===== src/rtl/cmsv_pkg.sv =====
// Purpose: constants and types of the message status view
// Assumes: 32-bit AHB-Lite data, word registers
// Notes:   offsets are byte addresses in a 4 KB window
// =====================================================
// package
package cmsv_pkg;
   localparam int NOBJ  = 32;
   localparam int HALF  = 16;
   localparam int OBJ_W = 5;
   localparam int ID_W  = 16;
   localparam int AW    = 12;
   localparam int EVT_W = 3;
   // =====================================================
   // register offsets
   localparam logic [AW-1:0] ADDR_ND_LO  = 12'h120;
   localparam logic [AW-1:0] ADDR_ND_HI  = 12'h124;
   localparam logic [AW-1:0] ADDR_IP_LO  = 12'h140;
   localparam logic [AW-1:0] ADDR_IP_HI  = 12'h144;
   localparam logic [AW-1:0] ADDR_MV_LO  = 12'h160;
   localparam logic [AW-1:0] ADDR_MV_HI  = 12'h164;
   localparam logic [AW-1:0] ADDR_EVT_ST = 12'h180;
   localparam logic [AW-1:0] ADDR_EVT_MK = 12'h184;
   localparam logic [AW-1:0] ADDR_IRQ_ID = 12'h188;
   // =====================================================
   // fields and reset values
   localparam int EVT_RX   = 0;
   localparam int EVT_TX   = 1;
   localparam int EVT_PEND = 2;
   localparam logic [NOBJ-1:0]  FLAGS_RST = 32'h0000_0000;
   localparam logic [NOBJ-1:0]  ONE_HOT0  = 32'h0000_0001;
   localparam logic [31:0]      WORD_ZERO = 32'h0000_0000;
   localparam logic [HALF-1:0]  HALF_ZERO = 16'h0000;
   localparam logic [ID_W-1:0]  ID_NONE   = 16'h0000;
   localparam logic [ID_W-1:0]  ID_MAX    = 16'h0020;
   localparam logic [EVT_W-1:0] EVT_RST   = 3'h0;
   localparam logic [1:0]       HRESP_OK  = 2'h0;
   // =====================================================
   // types
   typedef enum logic [2:0] {
      PH_IDLE  = 3'h1,
      PH_WRITE = 3'h2,
      PH_READ  = 3'h4
   } cmsv_phase_t;
endpackage


===== src/rtl/cmsv_flag_bank.sv =====
// Purpose: one bank of 32 per-object flags
// Assumes: set and clear vectors come from the message handler
// Notes:   hardware set beats any clear in the same cycle
`timescale 1ns/1ns
module cmsv_flag_bank (
   input  wire logic                       mclk,
   input  wire logic                       arst_n,
   input  wire logic [cmsv_pkg::NOBJ-1:0]  hw_set,
   input  wire logic [cmsv_pkg::NOBJ-1:0]  hw_clr,
   input  wire logic                       sw_we,
   input  wire logic [cmsv_pkg::OBJ_W-1:0] sw_obj,
   input  wire logic                       sw_val,
   output      logic [cmsv_pkg::NOBJ-1:0]  flags
);
   import cmsv_pkg::*;
   typedef struct packed {
      logic [NOBJ-1:0] flags;
   } cmsv_bank_t;
   cmsv_bank_t q;
   cmsv_bank_t next_q;
   // =====================================================
   // next state
   always_comb begin
      next_q = q;
      if (sw_we) begin
         next_q.flags[sw_obj] = sw_val;
      end
      next_q.flags = (next_q.flags & ~hw_clr) | hw_set;
   end
   always_ff @(posedge mclk or negedge arst_n) begin
      if (!arst_n) begin
         q.flags <= FLAGS_RST;
      end else begin
         q <= next_q;
      end
   end
   assign flags = q.flags;
endmodule // cmsv_flag_bank


===== src/rtl/cmsv_prio_enc.sv =====
// Purpose: lowest-numbered pending object to an id
// Assumes: bit 0 is object 1
// Notes:   pure logic; the caller registers the result
`timescale 1ns/1ns
module cmsv_prio_enc (
   input  wire logic [cmsv_pkg::NOBJ-1:0] pend,
   output      logic [cmsv_pkg::ID_W-1:0] id
);
   import cmsv_pkg::*;
   // =====================================================
   // scan downwards so the lowest object is kept last
   always_comb begin
      id = ID_NONE;
      for (int i = NOBJ - 1; i >= 0; i--) begin
         if (pend[i]) begin
            id = ID_W'(i + 1);
         end
      end
   end
endmodule // cmsv_prio_enc


===== src/rtl/cmsv_status_view.sv =====
// Purpose: packed new-data, pending and valid views over AHB-Lite
// Assumes: handler events are single-cycle pulses on mclk
// Notes:   zero wait states, response always OKAY
//
// Function
// - one readable new-data flag per each of 32 objects
// - handler updates new-data on stored frame or finished transmission
// - software changes new-data only through the interface set
// - new-data reads 1 after data written, 0 after software clear
// - objects 17-32 in bits 15:0 of the high word, objects 1-16 in bits 15:0 of the low word
// - one readable interrupt-pending flag per each of 32 objects
// - pending set by reception or transmission, or by interface set
// - a pending change shows in the reported source id only when it changes the lowest pending object
// - pending reads 1 when the object is an interrupt source
// - objects whose valid flag is 0 are ignored by the handler
// - all packed views read zero after reset
// - status views are read-only, writes change nothing
// - several pending objects: id names the lowest-numbered one
// - id reports object number 1 to 32 for object interrupts
`timescale 1ns/1ns
module cmsv_status_view (
   input  wire logic                       mclk,
   input  wire logic                       arst_n,
   input  wire logic                       hsel,
   input  wire logic [31:0]                haddr,
   input  wire logic [1:0]                 htrans,
   input  wire logic                       hwrite,
   input  wire logic [2:0]                 hsize,
   input  wire logic [31:0]                hwdata,
   input  wire logic                       hready,
   output      logic                       hreadyout,
   output      logic [1:0]                 hresp,
   output      logic [31:0]                hrdata,
   input  wire logic                       rx_store,
   input  wire logic [cmsv_pkg::OBJ_W-1:0] rx_obj,
   input  wire logic                       rx_irq_en,
   input  wire logic                       tx_done,
   input  wire logic [cmsv_pkg::OBJ_W-1:0] tx_obj,
   input  wire logic                       tx_irq_en,
   input  wire logic                       hif_xfer,
   input  wire logic [cmsv_pkg::OBJ_W-1:0] hif_obj,
   input  wire logic                       hif_wr_new_data,
   input  wire logic                       hif_new_data,
   input  wire logic                       hif_wr_irq,
   input  wire logic                       hif_irq_pending,
   input  wire logic                       hif_wr_valid,
   input  wire logic                       hif_valid,
   output      logic [cmsv_pkg::NOBJ-1:0]  new_data_flag,
   output      logic [cmsv_pkg::NOBJ-1:0]  object_irq_pending,
   output      logic [cmsv_pkg::NOBJ-1:0]  object_valid,
   output      logic [cmsv_pkg::ID_W-1:0]  irq_source_id,
   output      logic                       irq
);
   import cmsv_pkg::*;

   typedef struct packed {
      cmsv_phase_t      phase;
      logic [AW-1:0]    addr;
      logic [31:0]      rdata;
      logic [EVT_W-1:0] evt_status;
      logic [EVT_W-1:0] evt_mask;
      logic [ID_W-1:0]  id;
   } cmsv_state_t;

   cmsv_state_t      q;
   cmsv_state_t      next_q;
   logic             take;
   logic             rx_hit;
   logic             tx_hit;
   logic [NOBJ-1:0]  rx_vec;
   logic [NOBJ-1:0]  tx_vec;
   logic [NOBJ-1:0]  nd_set;
   logic [NOBJ-1:0]  nd_clr;
   logic [NOBJ-1:0]  ip_set;
   logic [ID_W-1:0]  id_comb;
   logic [EVT_W-1:0] evt_new;
   logic [31:0]      rd_mux;
   logic             hif_nd_we;
   logic             hif_ip_we;
   logic             hif_mv_we;

   // =====================================================
   // handler events, gated by the valid flags
   // an event on an unconfigured object is dropped here
   assign rx_hit = rx_store & object_valid[rx_obj];
   assign tx_hit = tx_done & object_valid[tx_obj];
   assign rx_vec = rx_hit ? (ONE_HOT0 << rx_obj) : FLAGS_RST;
   assign tx_vec = tx_hit ? (ONE_HOT0 << tx_obj) : FLAGS_RST;

   // stored frame marks new data, a sent frame consumes it
   assign nd_set = rx_vec;
   assign nd_clr = tx_vec & ~rx_vec;
   assign ip_set = (rx_irq_en ? rx_vec : FLAGS_RST)
                 | (tx_irq_en ? tx_vec : FLAGS_RST);

   // only the interface transfer writes single flags
   assign hif_nd_we = hif_xfer & hif_wr_new_data;
   assign hif_ip_we = hif_xfer & hif_wr_irq;
   assign hif_mv_we = hif_xfer & hif_wr_valid;

   // =====================================================
   // flag banks
   cmsv_flag_bank u_new_data (
      .mclk   (mclk),
      .arst_n (arst_n),
      .hw_set (nd_set),
      .hw_clr (nd_clr),
      .sw_we  (hif_nd_we),
      .sw_obj (hif_obj),
      .sw_val (hif_new_data),
      .flags  (new_data_flag)
   );

   cmsv_flag_bank u_irq_pending (
      .mclk   (mclk),
      .arst_n (arst_n),
      .hw_set (ip_set),
      .hw_clr (FLAGS_RST),
      .sw_we  (hif_ip_we),
      .sw_obj (hif_obj),
      .sw_val (hif_irq_pending),
      .flags  (object_irq_pending)
   );

   cmsv_flag_bank u_valid (
      .mclk   (mclk),
      .arst_n (arst_n),
      .hw_set (FLAGS_RST),
      .hw_clr (FLAGS_RST),
      .sw_we  (hif_mv_we),
      .sw_obj (hif_obj),
      .sw_val (hif_valid),
      .flags  (object_valid)
   );

   cmsv_prio_enc u_prio (
      .pend (object_irq_pending),
      .id   (id_comb)
   );

   // =====================================================
   // read mux, sampled in the address phase
   always_comb begin
      rd_mux = WORD_ZERO;
      if (haddr[AW-1:0] == ADDR_ND_LO) begin
         rd_mux = {HALF_ZERO, new_data_flag[HALF-1:0]};
      end else if (haddr[AW-1:0] == ADDR_ND_HI) begin
         rd_mux = {HALF_ZERO, new_data_flag[NOBJ-1:HALF]};
      end else if (haddr[AW-1:0] == ADDR_IP_LO) begin
         rd_mux = {HALF_ZERO, object_irq_pending[HALF-1:0]};
      end else if (haddr[AW-1:0] == ADDR_IP_HI) begin
         rd_mux = {HALF_ZERO, object_irq_pending[NOBJ-1:HALF]};
      end else if (haddr[AW-1:0] == ADDR_MV_LO) begin
         rd_mux = {HALF_ZERO, object_valid[HALF-1:0]};
      end else if (haddr[AW-1:0] == ADDR_MV_HI) begin
         rd_mux = {HALF_ZERO, object_valid[NOBJ-1:HALF]};
      end else if (haddr[AW-1:0] == ADDR_EVT_ST) begin
         rd_mux = {{(32-EVT_W){1'b0}}, q.evt_status};
      end else if (haddr[AW-1:0] == ADDR_EVT_MK) begin
         rd_mux = {{(32-EVT_W){1'b0}}, q.evt_mask};
      end else if (haddr[AW-1:0] == ADDR_IRQ_ID) begin
         rd_mux = {HALF_ZERO, q.id};
      end
   end

   // =====================================================
   // bus slave and event status
   assign take = hsel & hready & htrans[1];
   assign evt_new[EVT_RX]   = rx_hit;
   assign evt_new[EVT_TX]   = tx_hit;
   assign evt_new[EVT_PEND] = (q.id == ID_NONE) & (id_comb != ID_NONE);

   always_comb begin
      next_q = q;
      next_q.id = id_comb;
      next_q.phase = PH_IDLE;
      case (q.phase)
         PH_WRITE: begin
            // flag views have no bus write path, only the interface set and handler events write them
            if (q.addr == ADDR_EVT_ST) begin
               next_q.evt_status = q.evt_status & ~hwdata[EVT_W-1:0];
            end else if (q.addr == ADDR_EVT_MK) begin
               next_q.evt_mask = hwdata[EVT_W-1:0];
            end
         end
         default: begin
         end
      endcase
      // a new event outlasts a clear in the same cycle
      next_q.evt_status = next_q.evt_status | evt_new;
      if (take) begin
         next_q.addr = haddr[AW-1:0];
         if (hwrite) begin
            next_q.phase = PH_WRITE;
         end else begin
            next_q.phase = PH_READ;
            next_q.rdata = rd_mux;
         end
      end
   end

   always_ff @(posedge mclk or negedge arst_n) begin
      if (!arst_n) begin
         q.phase      <= PH_IDLE;
         q.addr       <= '0;
         q.rdata      <= WORD_ZERO;
         q.evt_status <= EVT_RST;
         q.evt_mask   <= EVT_RST;
         q.id         <= ID_NONE;
      end else begin
         q <= next_q;
      end
   end

   assign hreadyout     = 1'b1;
   assign hresp         = HRESP_OK;
   assign hrdata        = q.rdata;
   assign irq_source_id = q.id;
   assign irq           = |(q.evt_status & q.evt_mask);

   // =====================================================
   // checks
   property p_rx_sets_nd;
      @(posedge mclk) disable iff (!arst_n)
      rx_hit |=> new_data_flag[$past(rx_obj)];
   endproperty
   a_rx_sets_nd: assert property (p_rx_sets_nd)
      else $error("stored frame did not set new data");

   property p_invalid_ignored;
      @(posedge mclk) disable iff (!arst_n)
      (rx_store && !object_valid[rx_obj] && !tx_done && !hif_xfer)
      |=> $stable(new_data_flag) && $stable(object_irq_pending);
   endproperty
   a_invalid_ignored: assert property (p_invalid_ignored)
      else $error("event on invalid object changed flags");

   property p_hif_nd;
      @(posedge mclk) disable iff (!arst_n)
      (hif_nd_we && !rx_hit && !tx_hit)
      |=> new_data_flag[$past(hif_obj)] == $past(hif_new_data);
   endproperty
   a_hif_nd: assert property (p_hif_nd)
      else $error("interface transfer did not write new data");

   property p_pend_set;
      @(posedge mclk) disable iff (!arst_n)
      (rx_hit && rx_irq_en) |=> object_irq_pending[$past(rx_obj)]
      ##1 irq_source_id != ID_NONE;
   endproperty
   a_pend_set: assert property (p_pend_set)
      else $error("reception did not raise pending and id");

   property p_lowest;
      @(posedge mclk) disable iff (!arst_n)
      object_irq_pending[0] |=> irq_source_id == 16'h0001;
   endproperty
   a_lowest: assert property (p_lowest)
      else $error("object 1 pending but id differs");

   property p_id_range;
      @(posedge mclk) disable iff (!arst_n)
      (object_irq_pending == FLAGS_RST) |=> irq_source_id == ID_NONE;
   endproperty
   a_id_range: assert property (p_id_range)
      else $error("id nonzero with nothing pending");

   property p_id_max;
      @(posedge mclk) disable iff (!arst_n)
      irq_source_id <= ID_MAX;
   endproperty
   a_id_max: assert property (p_id_max)
      else $error("id beyond last object");

   property p_reset_zero;
      @(posedge mclk)
      !arst_n |-> (new_data_flag == FLAGS_RST)
         && (object_irq_pending == FLAGS_RST)
         && (object_valid == FLAGS_RST);
   endproperty
   a_reset_zero: assert property (p_reset_zero)
      else $error("views not zero in reset");

   property p_read_hi;
      @(posedge mclk) disable iff (!arst_n)
      (take && !hwrite && haddr[AW-1:0] == ADDR_ND_HI)
      |=> hrdata == {HALF_ZERO, $past(new_data_flag[NOBJ-1:HALF])};
   endproperty
   a_read_hi: assert property (p_read_hi)
      else $error("upper new data view misplaced");

   property p_ro_write;
      @(posedge mclk) disable iff (!arst_n)
      (q.phase == PH_WRITE && q.addr == ADDR_ND_LO
       && !rx_hit && !tx_hit && !hif_xfer)
      |=> $stable(new_data_flag);
   endproperty
   a_ro_write: assert property (p_ro_write)
      else $error("write changed read-only view");

   property p_read_quiet;
      @(posedge mclk) disable iff (!arst_n)
      (take && !hwrite && !rx_store && !tx_done && !hif_xfer)
      |=> $stable(object_irq_pending) && $stable(object_valid);
   endproperty
   a_read_quiet: assert property (p_read_quiet)
      else $error("read disturbed flags");

   property p_irq_out;
      @(posedge mclk) disable iff (!arst_n)
      (rx_hit && q.evt_mask[EVT_RX]
       && !(q.phase == PH_WRITE && q.addr == ADDR_EVT_MK))
      |=> irq;
   endproperty
   a_irq_out: assert property (p_irq_out)
      else $error("unmasked event gave no interrupt");

   // a same-cycle reception on the object keeps new data set
   property p_tx_clears_nd;
      @(posedge mclk) disable iff (!arst_n)
      (tx_hit && !rx_hit && !hif_xfer) |=> !new_data_flag[$past(tx_obj)];
   endproperty
   a_tx_clears_nd: assert property (p_tx_clears_nd)
      else $error("finished transmission left new data set");

   property p_hif_ip;
      @(posedge mclk) disable iff (!arst_n)
      (hif_ip_we && !rx_hit && !tx_hit)
      |=> object_irq_pending[$past(hif_obj)] == $past(hif_irq_pending);
   endproperty
   a_hif_ip: assert property (p_hif_ip)
      else $error("interface transfer did not write pending");

   property p_pend_id;
      @(posedge mclk) disable iff (!arst_n)
      (object_irq_pending != FLAGS_RST) |=> irq_source_id != ID_NONE;
   endproperty
   a_pend_id: assert property (p_pend_id)
      else $error("pending object but id reads none");

   property p_valid_hold;
      @(posedge mclk) disable iff (!arst_n)
      !hif_mv_we |=> $stable(object_valid);
   endproperty
   a_valid_hold: assert property (p_valid_hold)
      else $error("valid flags changed without interface set");
endmodule // cmsv_status_view


===== config.mk =====
export PLATFORM = sky130hd
export DESIGN_NAME = cmsv_status_view
export DESIGN_NICKNAME = d
export VERILOG_FILES = /design/src/rtl/cmsv_pkg.sv /design/src/rtl/cmsv_flag_bank.sv /design/src/rtl/cmsv_prio_enc.sv /design/src/rtl/cmsv_status_view.sv
export SDC_FILE = /design/constraint.sdc
export NUM_CORES = 1
export LEC_CHECK = 0
export BUFFER_PORTS_ARGS = -buffer_cell sky130_fd_sc_hd__buf_2
export CORE_MARGIN = 1
export CORE_UTILIZATION = 30
export CTS_CLUSTER_DIAMETER = 120
export DETAILED_ROUTE_END_ITERATION = 10
export GPL_TIMING_DRIVEN = 0
export PLACE_DENSITY = 0.53
export SLEW_MARGIN = 10
export SYNTH_ARGS = -nofsm -noshare
export SYNTH_HDL_FRONTEND = slang
export SYNTH_SLANG_ARGS = --single-unit

===== constraint.sdc =====
create_clock -name mclk -period 3.7 [get_ports mclk]
set_input_delay 0.74 -clock mclk [delete_from_list [all_inputs] [get_ports mclk]]
set_output_delay 0.74 -clock mclk [all_outputs]
set_load 0.05 [all_outputs]

Yosys cells after proc, flatten, opt, wreduce, memory -nomap -nowiden
Index checks and enable logic that the tools add are counted.

$lt $le $gt $ge: 4. Eq/ne operators: 12. Shift-type cells: 2. Mux-type cells: 63. Bitwise operators: 21. Reductions and logical operators: 6.

Operators by type and width (count): 32-bit 2-to-1 mux (8); 6-bit 2-to-1 mux (33); 12-bit by 9-bit == test with 1-bit output (second input constant) (11); 16-bit 2-to-1 mux (8); 32-bit bitwise mux (3); 32-bit OR (3); 32-bit AND (2); 32-bit inverter (2); 1-bit by 5-bit << shifter with 32-bit output (first input constant) (2); 47-bit 2-to-1 mux (1); 5-bit by 6-bit < comparator with 1-bit output (second input constant) (3); 16-bit zero test (1); 16-bit nonzero test (1); 3-bit 2-to-1 mux (4); 1-bit binary-select mux with 5-bit select (2); 1-bit AND (8); 3-bit AND (2); 1-bit demux with 5-bit select (1); 5-bit by 1-bit greater-or-equal comparator with 1-bit output (second input constant) (1); 3-bit by 2-bit == test with 1-bit output (second input constant) (1); 1-bit 2-to-1 mux (3); 3-bit inverter (1); 3-bit OR (1); 3-bit AND reduction (1); other kinds (4) (5).

Register bits after elaboration: 165. Input port bits: 100. Output and inout port bits: 148. Word-level logic and storage cells: 117.

Longest topological paths before layout
Gate-level depths: netlist of run 1.

Depth in word-level cells: 35. Depth in mapped cells: 9. Depth with buffers taken out: 7.

Hierarchy
From an unflattened synthesis of run 1, not the netlist that was laid out.

Cell total of the unflattened synthesis: 1192. Area, all modules: 10889.2 um^2.

By module, submodules not included: cmsv_flag_bank (times used 3, cells each 186, area an instance 1831.8 um^2, sequential area each 800.8 um^2); cmsv_status_view (times used 1, cells each 554, area an instance 4954.8 um^2, sequential area each 1327.5 um^2); cmsv_prio_enc (times used 1, cells each 80, area an instance 439.2 um^2, sequential area each 0.0 um^2).

Worst setup path after synthesis of run 1
OpenSTA, ideal clock, no wires.

Path type: input-to-reg. Start point: in tx_obj[1] (netlist name). End point: reg q[20] (netlist name). Library setup time: 121 ps. Data arrival time: 2418 ps. Required time: 3579 ps. Setup slack: 1161 ps. Stages on the path: 6. Buffers on the path: 2. Cells stage by stage: clkbuf_1 -> buf_2 -> mux4_2 -> mux2_2 -> mux4_2 -> a22o_1.

RTL lines: start: declaration (line cmsv_status_view.sv:38) `input wire logic [cmsv_pkg::OBJ_W-1:0] tx_obj,`; end signal: assignment (line cmsv_status_view.sv:211) `q <= next_q;`; end: declaration (line cmsv_status_view.sv:65) `cmsv_state_t q;`.

==> impl.org, run 1 <==
** Outcome
- Status :: finished clean

** Yosys
- Warnings, synthesis :: 0
- Fraction of synthesis flops using an asynchronous set or reset pin :: 100%
- Commonest register cell after synthesis :: dfrtp_1
- In the synthesized netlist, the number of instances is 1007.
- Counting flops with a built-in enable in the synthesized netlist gives 0.
- A synthesized cell averages 9.08 um^2.
- Summing the sequential cell areas from Yosys gives 38.1% of the chip area.
- The netlist uses 56 different library cells.
- The synthesized netlist occupies a cell area of 9140 um^2.
- After synthesis the netlist holds a flip-flop and latch count of approximately 140.

** Setup path
- Slowest Stage Delay on Critical Path :: 0.45 ns
- Ordered cell list for the critical path :: buf_2, clkbuf_1, nand2b_1, o22ai_1, a211oi_1, nand4b_1, clkbuf_1, nor2_1, o22ai_1
- For the worst setup path, the data arrival time is 3.28 ns.
- In this run the critical register-to-register path is launched from u_valid.flags[1].
- The most critical setup path has its startpoint at tx_obj[2].
- Crit path max fanout :: 10
- Kind of capture point of the worst setup path :: flip-flop
- The worst setup path is launched from an input pin.
- Among all stages on the critical path, the largest delay is contributed by nand4b_1.
- Setup slack on the worst reg-to-reg path comes out at 0.97 ns.
- At the worst endpoint, the required time is 3.98 ns.
- By startpoint and endpoint, the worst setup path is classified as in2reg.

** Placement
- Post-place setup slack :: approximately 0.34 ns
- Dpl cells :: 1580
- Routability-driven placement finished with a final weighted congestion of between 0.9 and 1.
- Half-perimeter wire length after placement :: 32300 um
- PortBufs :: 155

** CTS
- Maximum clock path buffer count :: 2
- Number of buffers added to fix hold violations after cts :: 0
- TritonCTS clock tree :: yes
- Root buffer cell :: clkbuf_16
- Number of clock sinks seen by CTS :: roughly 140
- CTS built an H-tree with a depth of 4.
- Clk Latency, worst-skew pair :: between 0.4 and 0.5 ns
- In this run, post-CTS repair resized a total of 0 instances.
- Postcts setup bufs :: 0
- CTS buffer count :: 17
- Clk pin slew, worst setup/hold paths :: 0.06 ns

** Timing
- Headroom to the max-slew limit came out at 39.9%.
- Endpoints failing hold :: 0
- Post-route setup slack :: about 0.70 ns
- TNS Setup :: 0 ns
- Derived from the worst setup path, the maximum achievable clock frequency is 334 MHz.
- Clock skew on the completed layout was measured at ~0.0091 ns.
- Setup violations remaining at the end of the flow were counted as 0.
- Number of slew-limit violations in the final report :: 0
- Shortest clock period the worst path allows after layout :: approximately 3 ns
- For the pin with the worst max-slew slack, the measured transition is 0.902 ns.
- Setup repair after global routing left no endpoint under its margin.
- The tightest hold path in the finished design has a slack of 0.257 ns.
- Share of the clock period used by the worst path :: 81.0%

** Floorplan
- In this run the standard cell core region covers ~30000 um^2.
- Measured along the x axis, the die boundary spans 177 um.
- I/O pin cnt :: 248
- Overall die height :: 177 um
- The floorplan step defined a die boundary enclosing 31200 um^2.
- After floorplanning, the core was divided into between 60 and 70 placement rows.
- The initial utilization of the core area, before any placement, comes to 30.7%.

** Final layout
- Layout Cells excl Fill :: 1611
- The number of antenna diodes in the final layout is 0.
- The net count of the finished layout is 1309.
- From synthesis to final layout, the design area changed by 22.5%.
- Share of layout cells above drive strength 1 :: 26.3%

** Routing
- For this run, the detailed router's first-pass iteration total came to 5.
- For this run, design rule violations remaining after detail routing come to 0.
- Total via count in the routed design :: 9115
- After detailed routing, the average wire length per cell comes to 25.7 um.
- Total wire length :: roughly 41000 um
- Via-to-Cell Ratio :: 5.66
- Once detail routing completed, the nets flagged for antenna violations numbered 0.
- The first routing iteration left 969 violations.

** Global routing
- Entering global routing, the biggest net connects 78 pins.
- The via count of the first global-routing pass is 8858.
- The initial antenna violation count came to 2.
- Global routing finished with a remaining overflow of 0.
- Global routing consumed, over all layers together, 26.8% of the routing resources.
- The first global-routing pass estimated 59600 um of wire.

** Power and ir drop
- Worst IR Drop VDD :: 0.351 mV
- For this design the static power due to leakage is about 0.0049 uW.
- PD cells :: roughly 580 nW/um^2

** Flow run
- Max-cap violations :: 0

** Worst hold path
- The worst hold path belongs to the class in2async.
Yosys cell counts, types with 16 or more instances:
| library cell | count | area, um^2 |
|---|---|---|
| buf_4 | 51 | 383 |
| mux4_2 | 21 | 473 |
| clkbuf_1 | 51 | 191 |
| dfrtp_1 | 138 | 3450 |
| o221ai_1 | 35 | 307 |
| nor3_1 | 31 | 155 |
| mux2i_1 | 73 | 731 |
| nand2b_1 | 23 | 144 |
| o22ai_1 | 34 | 213 |
| mux2_2 | 47 | 529 |
| o21ai_0 | 16 | 80.1 |
| nor2_1 | 129 | 484 |
| nand2_1 | 117 | 439 |
| o21ai_1 | 25 | 125 |
| nand3_1 | 21 | 105 |
| a21oi_1 | 28 | 140 |
| inv_1 | 21 | 78.8 |
per-stage QoR:
step           power [uW]  util, %  area [um^2]
3_3_place_gp         4490     35.3        10500
5_1_grt              6730     37.6        11200
2_1_floorplan        3700        -         9240
4_1_cts              6480     37.6        11200
3_5_place_dp         4510     35.4        10500
6_report             6510     37.6        11200
cell type report:
class | count | area, um^2
fillers | 3128 | 18600
well taps | 390 | 488
repair buffers | 156 | 813
inverters | 23 | 86.3
clock buffers | 18 | 439
flip-flops and latches | 139 | 3480
multi-input cells | 756 | 5030
plain buffers | 116 | 649
clock inverters | 13 | 213
sequential cells by signal (all words and copies together), names as in the netlist:
register and count:
hrdata 16, irq_source_id 6, q 21, u_irq_pending.flags 32, u_new_data.flags 32, u_valid.flags 32
cells in the final DEF (no fill, tap or decap), drive strengths merged, types with 7 or more instances in the layout:
master | Yosys | layout
clkbuf | 51 | 69
a22o | 12 | 12
a21oi | 28 | 28
o221ai | 35 | 35
nor3 | 31 | 31
nor2b | 13 | 13
mux2 | 54 | 54
nor2 | 129 | 129
nor4b | 7 | 7
nand2b | 23 | 23
inv | 22 | 25
nor4 | 8 | 8
mux2i | 73 | 73
o21ai | 41 | 41
and2 | 7 | 7
mux4 | 21 | 21
nand2 | 117 | 117
o22ai | 34 | 34
dfrtp | 138 | 138
conb | 2 | 29
nand3 | 21 | 21
buf | 65 | 221
worst paths after layout:
kind                                                 to  cells after the start
max in group asynchronous          u_new_data.flags[21]                      2
worst max register to register  u_irq_pending.flags[13]                      7
worst max-delay path               u_new_data.flags[19]                      9
worst min-delay path                              q[18]                      1
min in group mclk                             hrdata[9]                      2
worst min register to register                hrdata[9]                      2
logic make-up after synthesis:
group | Yosys count | synth area share, %
other | 2 | 0.0821
buffers and inverters | 139 | 8.05
AOI/OAI and AO/OA | 191 | 14.2
muxes | 148 | 19.8
DFF | 139 | 38.1
and+or+nand+nor | 388 | 19.8
power by group:
group	internal [uW]	total, uW	switching [uW]
sequential	1790	2290	508
combinational	635	2240	1600
clock	1220	1980	761
total	3640	6510	2870
critical path: cells and delay by family:
kind                   cells  cell delay (ns)
and+or+nand+nor            3             1.06
AOI/OAI and AO/OA          3             0.53
buffers and inverters      3             0.94
metal layers:
metal | part of all wire (%) | GRT usage, % | vias to the layer above | wire length [um]
met2 | 45 | 41.7 | 504 | 18600
met4 | 4.4 | 12.1 | 0 | 1840
met1 | 44 | 36.4 | 4510 | 18100
li1 | - | - | 4002 | -
met3 | 7.1 | 4.41 | 99 | 2940
met5 | 0 | 0 | - | 0
Note: power is estimated with default switching activity, not from simulation.
==> run 2, diff against run 1 <==
- ABC_AREA: default -> 1
- PLACE_DENSITY: 0.53 -> 0.55
- clock period: 3.7 -> 2.7 ns (I/O delays scaled with it)
==> run 2 against run 1 <==
Sequential power increased by 29%. Final area shrank 1.4%. Clock power up 31%. Largest cell class unchanged. Largest power group is now combinational cells.
==> impl.org, run 2 <==
** Setup path
- Timing startpoint of the critical path :: tx_obj[0]
- The worst stage delay on the critical path is 0.45 ns (about the same).
- The critical path goes through buf_2, nor2_2, inv_2, buf_2, o22ai_1, a21oi_1, o211ai_1, o311ai_1, nand2_1, nand2_1, nand2_1, nand3_1, buf_2, o311ai_1.
- Endpoint of the worst-slack reg-to-reg timing path :: q[21]
- STA classifies the critical path startpoint as an input pin.
- Worst path arrival time :: 2.86 ns (-0.42 ns)
- Worst reg-to-reg setup slack :: 0.13 ns (-0.84 ns)
- Critical Path Slowest Stage Cell :: o311ai_1
- The worst setup path is of the in2reg kind.
- Crit path max fanout :: 10 (unchanged)
- In this run the critical register-to-register path is launched from u_irq_pending.flags[25].
- Kind of capture point of the worst setup path :: flip-flop
- Worst reg-to-reg path cell count :: 9 (+2)
- Crit path required time :: 2.98 ns (-1.00 ns)

** Global routing
- Antenna violations before repair :: 0 (-2)
- The via count of the first global-routing pass is 9199 (+3.8%).
- The first-pass GRT wire length came to 60600 um (+1.7%).
- Global route total overflow :: 0 (unchanged)
- Total track usage :: 27.3% (+0.48 points)
- Largest net degree at the start of global routing :: 77 (-1.3%)

** Power and ir drop
- The largest voltage drop on the vdd net was 0.387 mV (+10%).
- PD cells :: 796 nW/um^2 (+37%)
- Total leakage power :: 0.00507 uW (+3.1%)

** Timing
- The tightest slew margin relative to the limit came to 38.5% (-1.4 points).
- Final Hold Slack :: 0.0464 ns (-0.211 ns)
- Setup repair after global routing could not meet its margin everywhere.
- Achievable clock frequency :: 388 MHz
- The transition time at the pin with the least slew margin was 0.922 ns (+0.0204 ns).
- The worst path uses 95.5% of the clock period.
- Counting I/O delays and the setup requirement, the final critical path takes 2.58 ns.
- The final-report setup violation count was 0 (unchanged).
- Number of slew-limit violations in the final report :: 0 (unchanged)
- The final clock skew is 0.0114 ns (+0.00231 ns).
- The final number of hold-violating endpoints is 0 (unchanged).

** Routing
- DRC violations left :: 0 (unchanged)
- The length of the first detailed-routing pass in iterations is 6 (+1).
- Routed length per placed instance :: 22.9 um (-11%)
- First DRT Iteration DRCs :: 1124 (+16%)
- The antenna violation net count after detailed routing was 0 (unchanged).
- Via-to-Cell Ratio :: 5.45 (-3.7%)
- Total wire length :: 41500 um (+0.19%)
- The overall via count from detail_route is 9883 (+8.4%).

** CTS
- The H-tree depth was 4 (unchanged).
- Clk pin slew, worst setup/hold paths :: 0.07 ns (about the same)
- The quantity of hold-fixing buffers added after cts was 0 (unchanged).
- Clk Latency, worst-skew pair :: 0.44 ns (about the same)
- Maximum clock path buffer count :: 2 (unchanged)
- CTS buffer count :: 17 (unchanged)
- Number of clock sinks seen by CTS :: 139 (unchanged)
- Root buffer cell :: clkbuf_16
- TritonCTS clock tree :: yes

** Floorplan
- Core area :: 28900 um^2 (-3.1%)
- Die extent in x :: 174 um (-1.6%)
- Initial standard-cell utilization of the core :: 30.6% (-0.038 points)
- I/O pin cnt :: 248 (unchanged)
- The total die area is 30200 um^2 (-3.2%).
- The number of placement rows is 62 (-1.6%).
- Overall die height :: 174 um (-1.6%)

** Yosys
- The cell count after synthesis is 1200 (+19%).
- Fraction of synthesis flops using an asynchronous set or reset pin :: 100% (unchanged)
- Top post-synthesis cells by area :: dfrtp_1, nand2_1, inv_1, buf_4, o21ai_0
- Cell variety after synth :: 40 (-29%)
- Commonest register cell after synthesis :: dfrtp_1
- Dominant cell by count in the synthesized netlist :: nand2_1
- dfrtp_1 takes more of the synthesized area than any other cell.
- Ranked by instance count, the synthesized netlist is headed by nand2_1, inv_1, dfrtp_1.
- The warning count from the yosys run was 0 (unchanged).
- The area of the mapped netlist is 8840 um^2 (-3.3%).
- Mean Syn Cell Area :: 7.37 um^2 (-19%)
- Top-area cell type share of the netlist area :: 39.0% (+1.3 points)
- The share of the yosys chip area belonging to registers is 39.3% (+1.3 points).
- The register bit total from synthesis was 139 (unchanged).
- Number of synthesized flops with an enable pin :: 0 (unchanged)

** Outcome
- The run finished with clean final reports.

** Final layout
- Registers with the most flip-flops :: u_irq_pending.flags (32), u_new_data.flags (32), u_valid.flags (32)
- Final Net Count :: 1516 (+16%)
- The ratio of cells with drive above 1 in the final layout was 23.9% (-2.4 points).
- The top cell types in the final layout, fill and taps aside, are nand2_1, buf_2, inv_1, dfrtp_1, nor2_1.
- The share of the core filled with cells in the final layout is 38.3% (+0.69 points).
- Syn-to-layout area delta :: 24.9%
- Leading cell type in the layout, fill and taps excluded :: nand2_1
- Antenna Cells :: 0 (unchanged)
- Final instance area :: 11000 um^2 (-1.4%)

** Placement
- PortBufs :: 164 (+5.8%)
- The final weighted congestion in routability-driven placement was 0.957 (-0.19%).
- The placement-stage cell area was 10300 um^2 (-2.5%).
- The post-detailed-placement half-perimeter wirelength is 31900 um (-1.3%).

** Flow run
- The count of max-cap constraint violations is 0 (unchanged).

** Worst hold path
- Worst min path class :: in2async
==> run 2: cell type report <==
cell class / count / area [um^2]
Clock buffer: 18 / 439
Buffer: 103 / 599
Timing Repair Buffer: 170 / 896
Fill cell: 3158 / 17800
Clock inverter: 14 / 184
Tap cell: 384 / 480
Inverter: 163 / 616
Multi-Input combinational cell: 822 / 4350
Sequential cell: 139 / 3480
==> run 2: kinds of logic after synthesis <==
logic type / synth area share [%]
mux: 2.42
compound gates: 22.6
other cells: 0.0849
flops: 39.3
buf+inv: 13.7
simple gates: 21.9
==> run 2: power breakdown <==
group / switching, uW / total (uW) / leakage, uW / internal, uW
Sequential: 506 / 2960 / 0.00170 / 2460
Clock: 1090 / 2590 / 0.000303 / 1500
Combinational: 2450 / 3250 / 0.00306 / 792
Total: 4050 / 8800 / 0.00507 / 4750
==> run 2: critical path, delay by kind of cell <==
| kind | cells | cell delay [ns] |
|---|---|---|
| AO/OA/AOI/OAI | 5 | 0.87 |
| AND/OR/NAND/NOR | 5 | 0.73 |
| buffers and inverters | 4 | 0.70 |
==> run 2: routing by layer <==
layer	share of wire, %	wire [um]	GRT usage [%]	vias to the layer above
met2	44	18500	42.9	579
li1	-	-	-	4494
met5	0	0	0	-
met3	8.7	3610	4.25	88
met4	4.2	1760	12.0	0
met1	43	17700	37.1	4722
==> run 2: how the worst max path moves through the flow <==
stage	to	slack, ns	depth (start not counted)
floorplan	q[21]	0.39	33
global placement	u_new_data.flags[24]	-1.10	1
detailed placement	u_new_data.flags[14]	-0.54	15
CTS	q[21]	0.006	9
global route	u_irq_pending.flags[6]	-0.006	18
finish	u_irq_pending.flags[3]	0.12	14
==> run 2: through the flow <==
stage          setup WS (ns)  total power (uW)  std cells  setup TNS, ns
2_1_floorplan          0.390              5070       1227              0
3_3_place_gp           -1.10              6110       1775        -173.05
4_1_cts              0.00643              8690       1808              0
6_report               0.122              8800       1813              0
3_5_place_dp          -0.537              6120       1776         -20.39
5_1_grt             -0.00595              9110       1813       -0.00973
==> run 2: repair_timing <==
action | in CTS | in global routing
pin swaps | 0 | 7
setup endpoints to repair | 10 | 56
gates resized for setup | 1 | 30
setup buffers | 0 | 5
cloned | 0 | 0
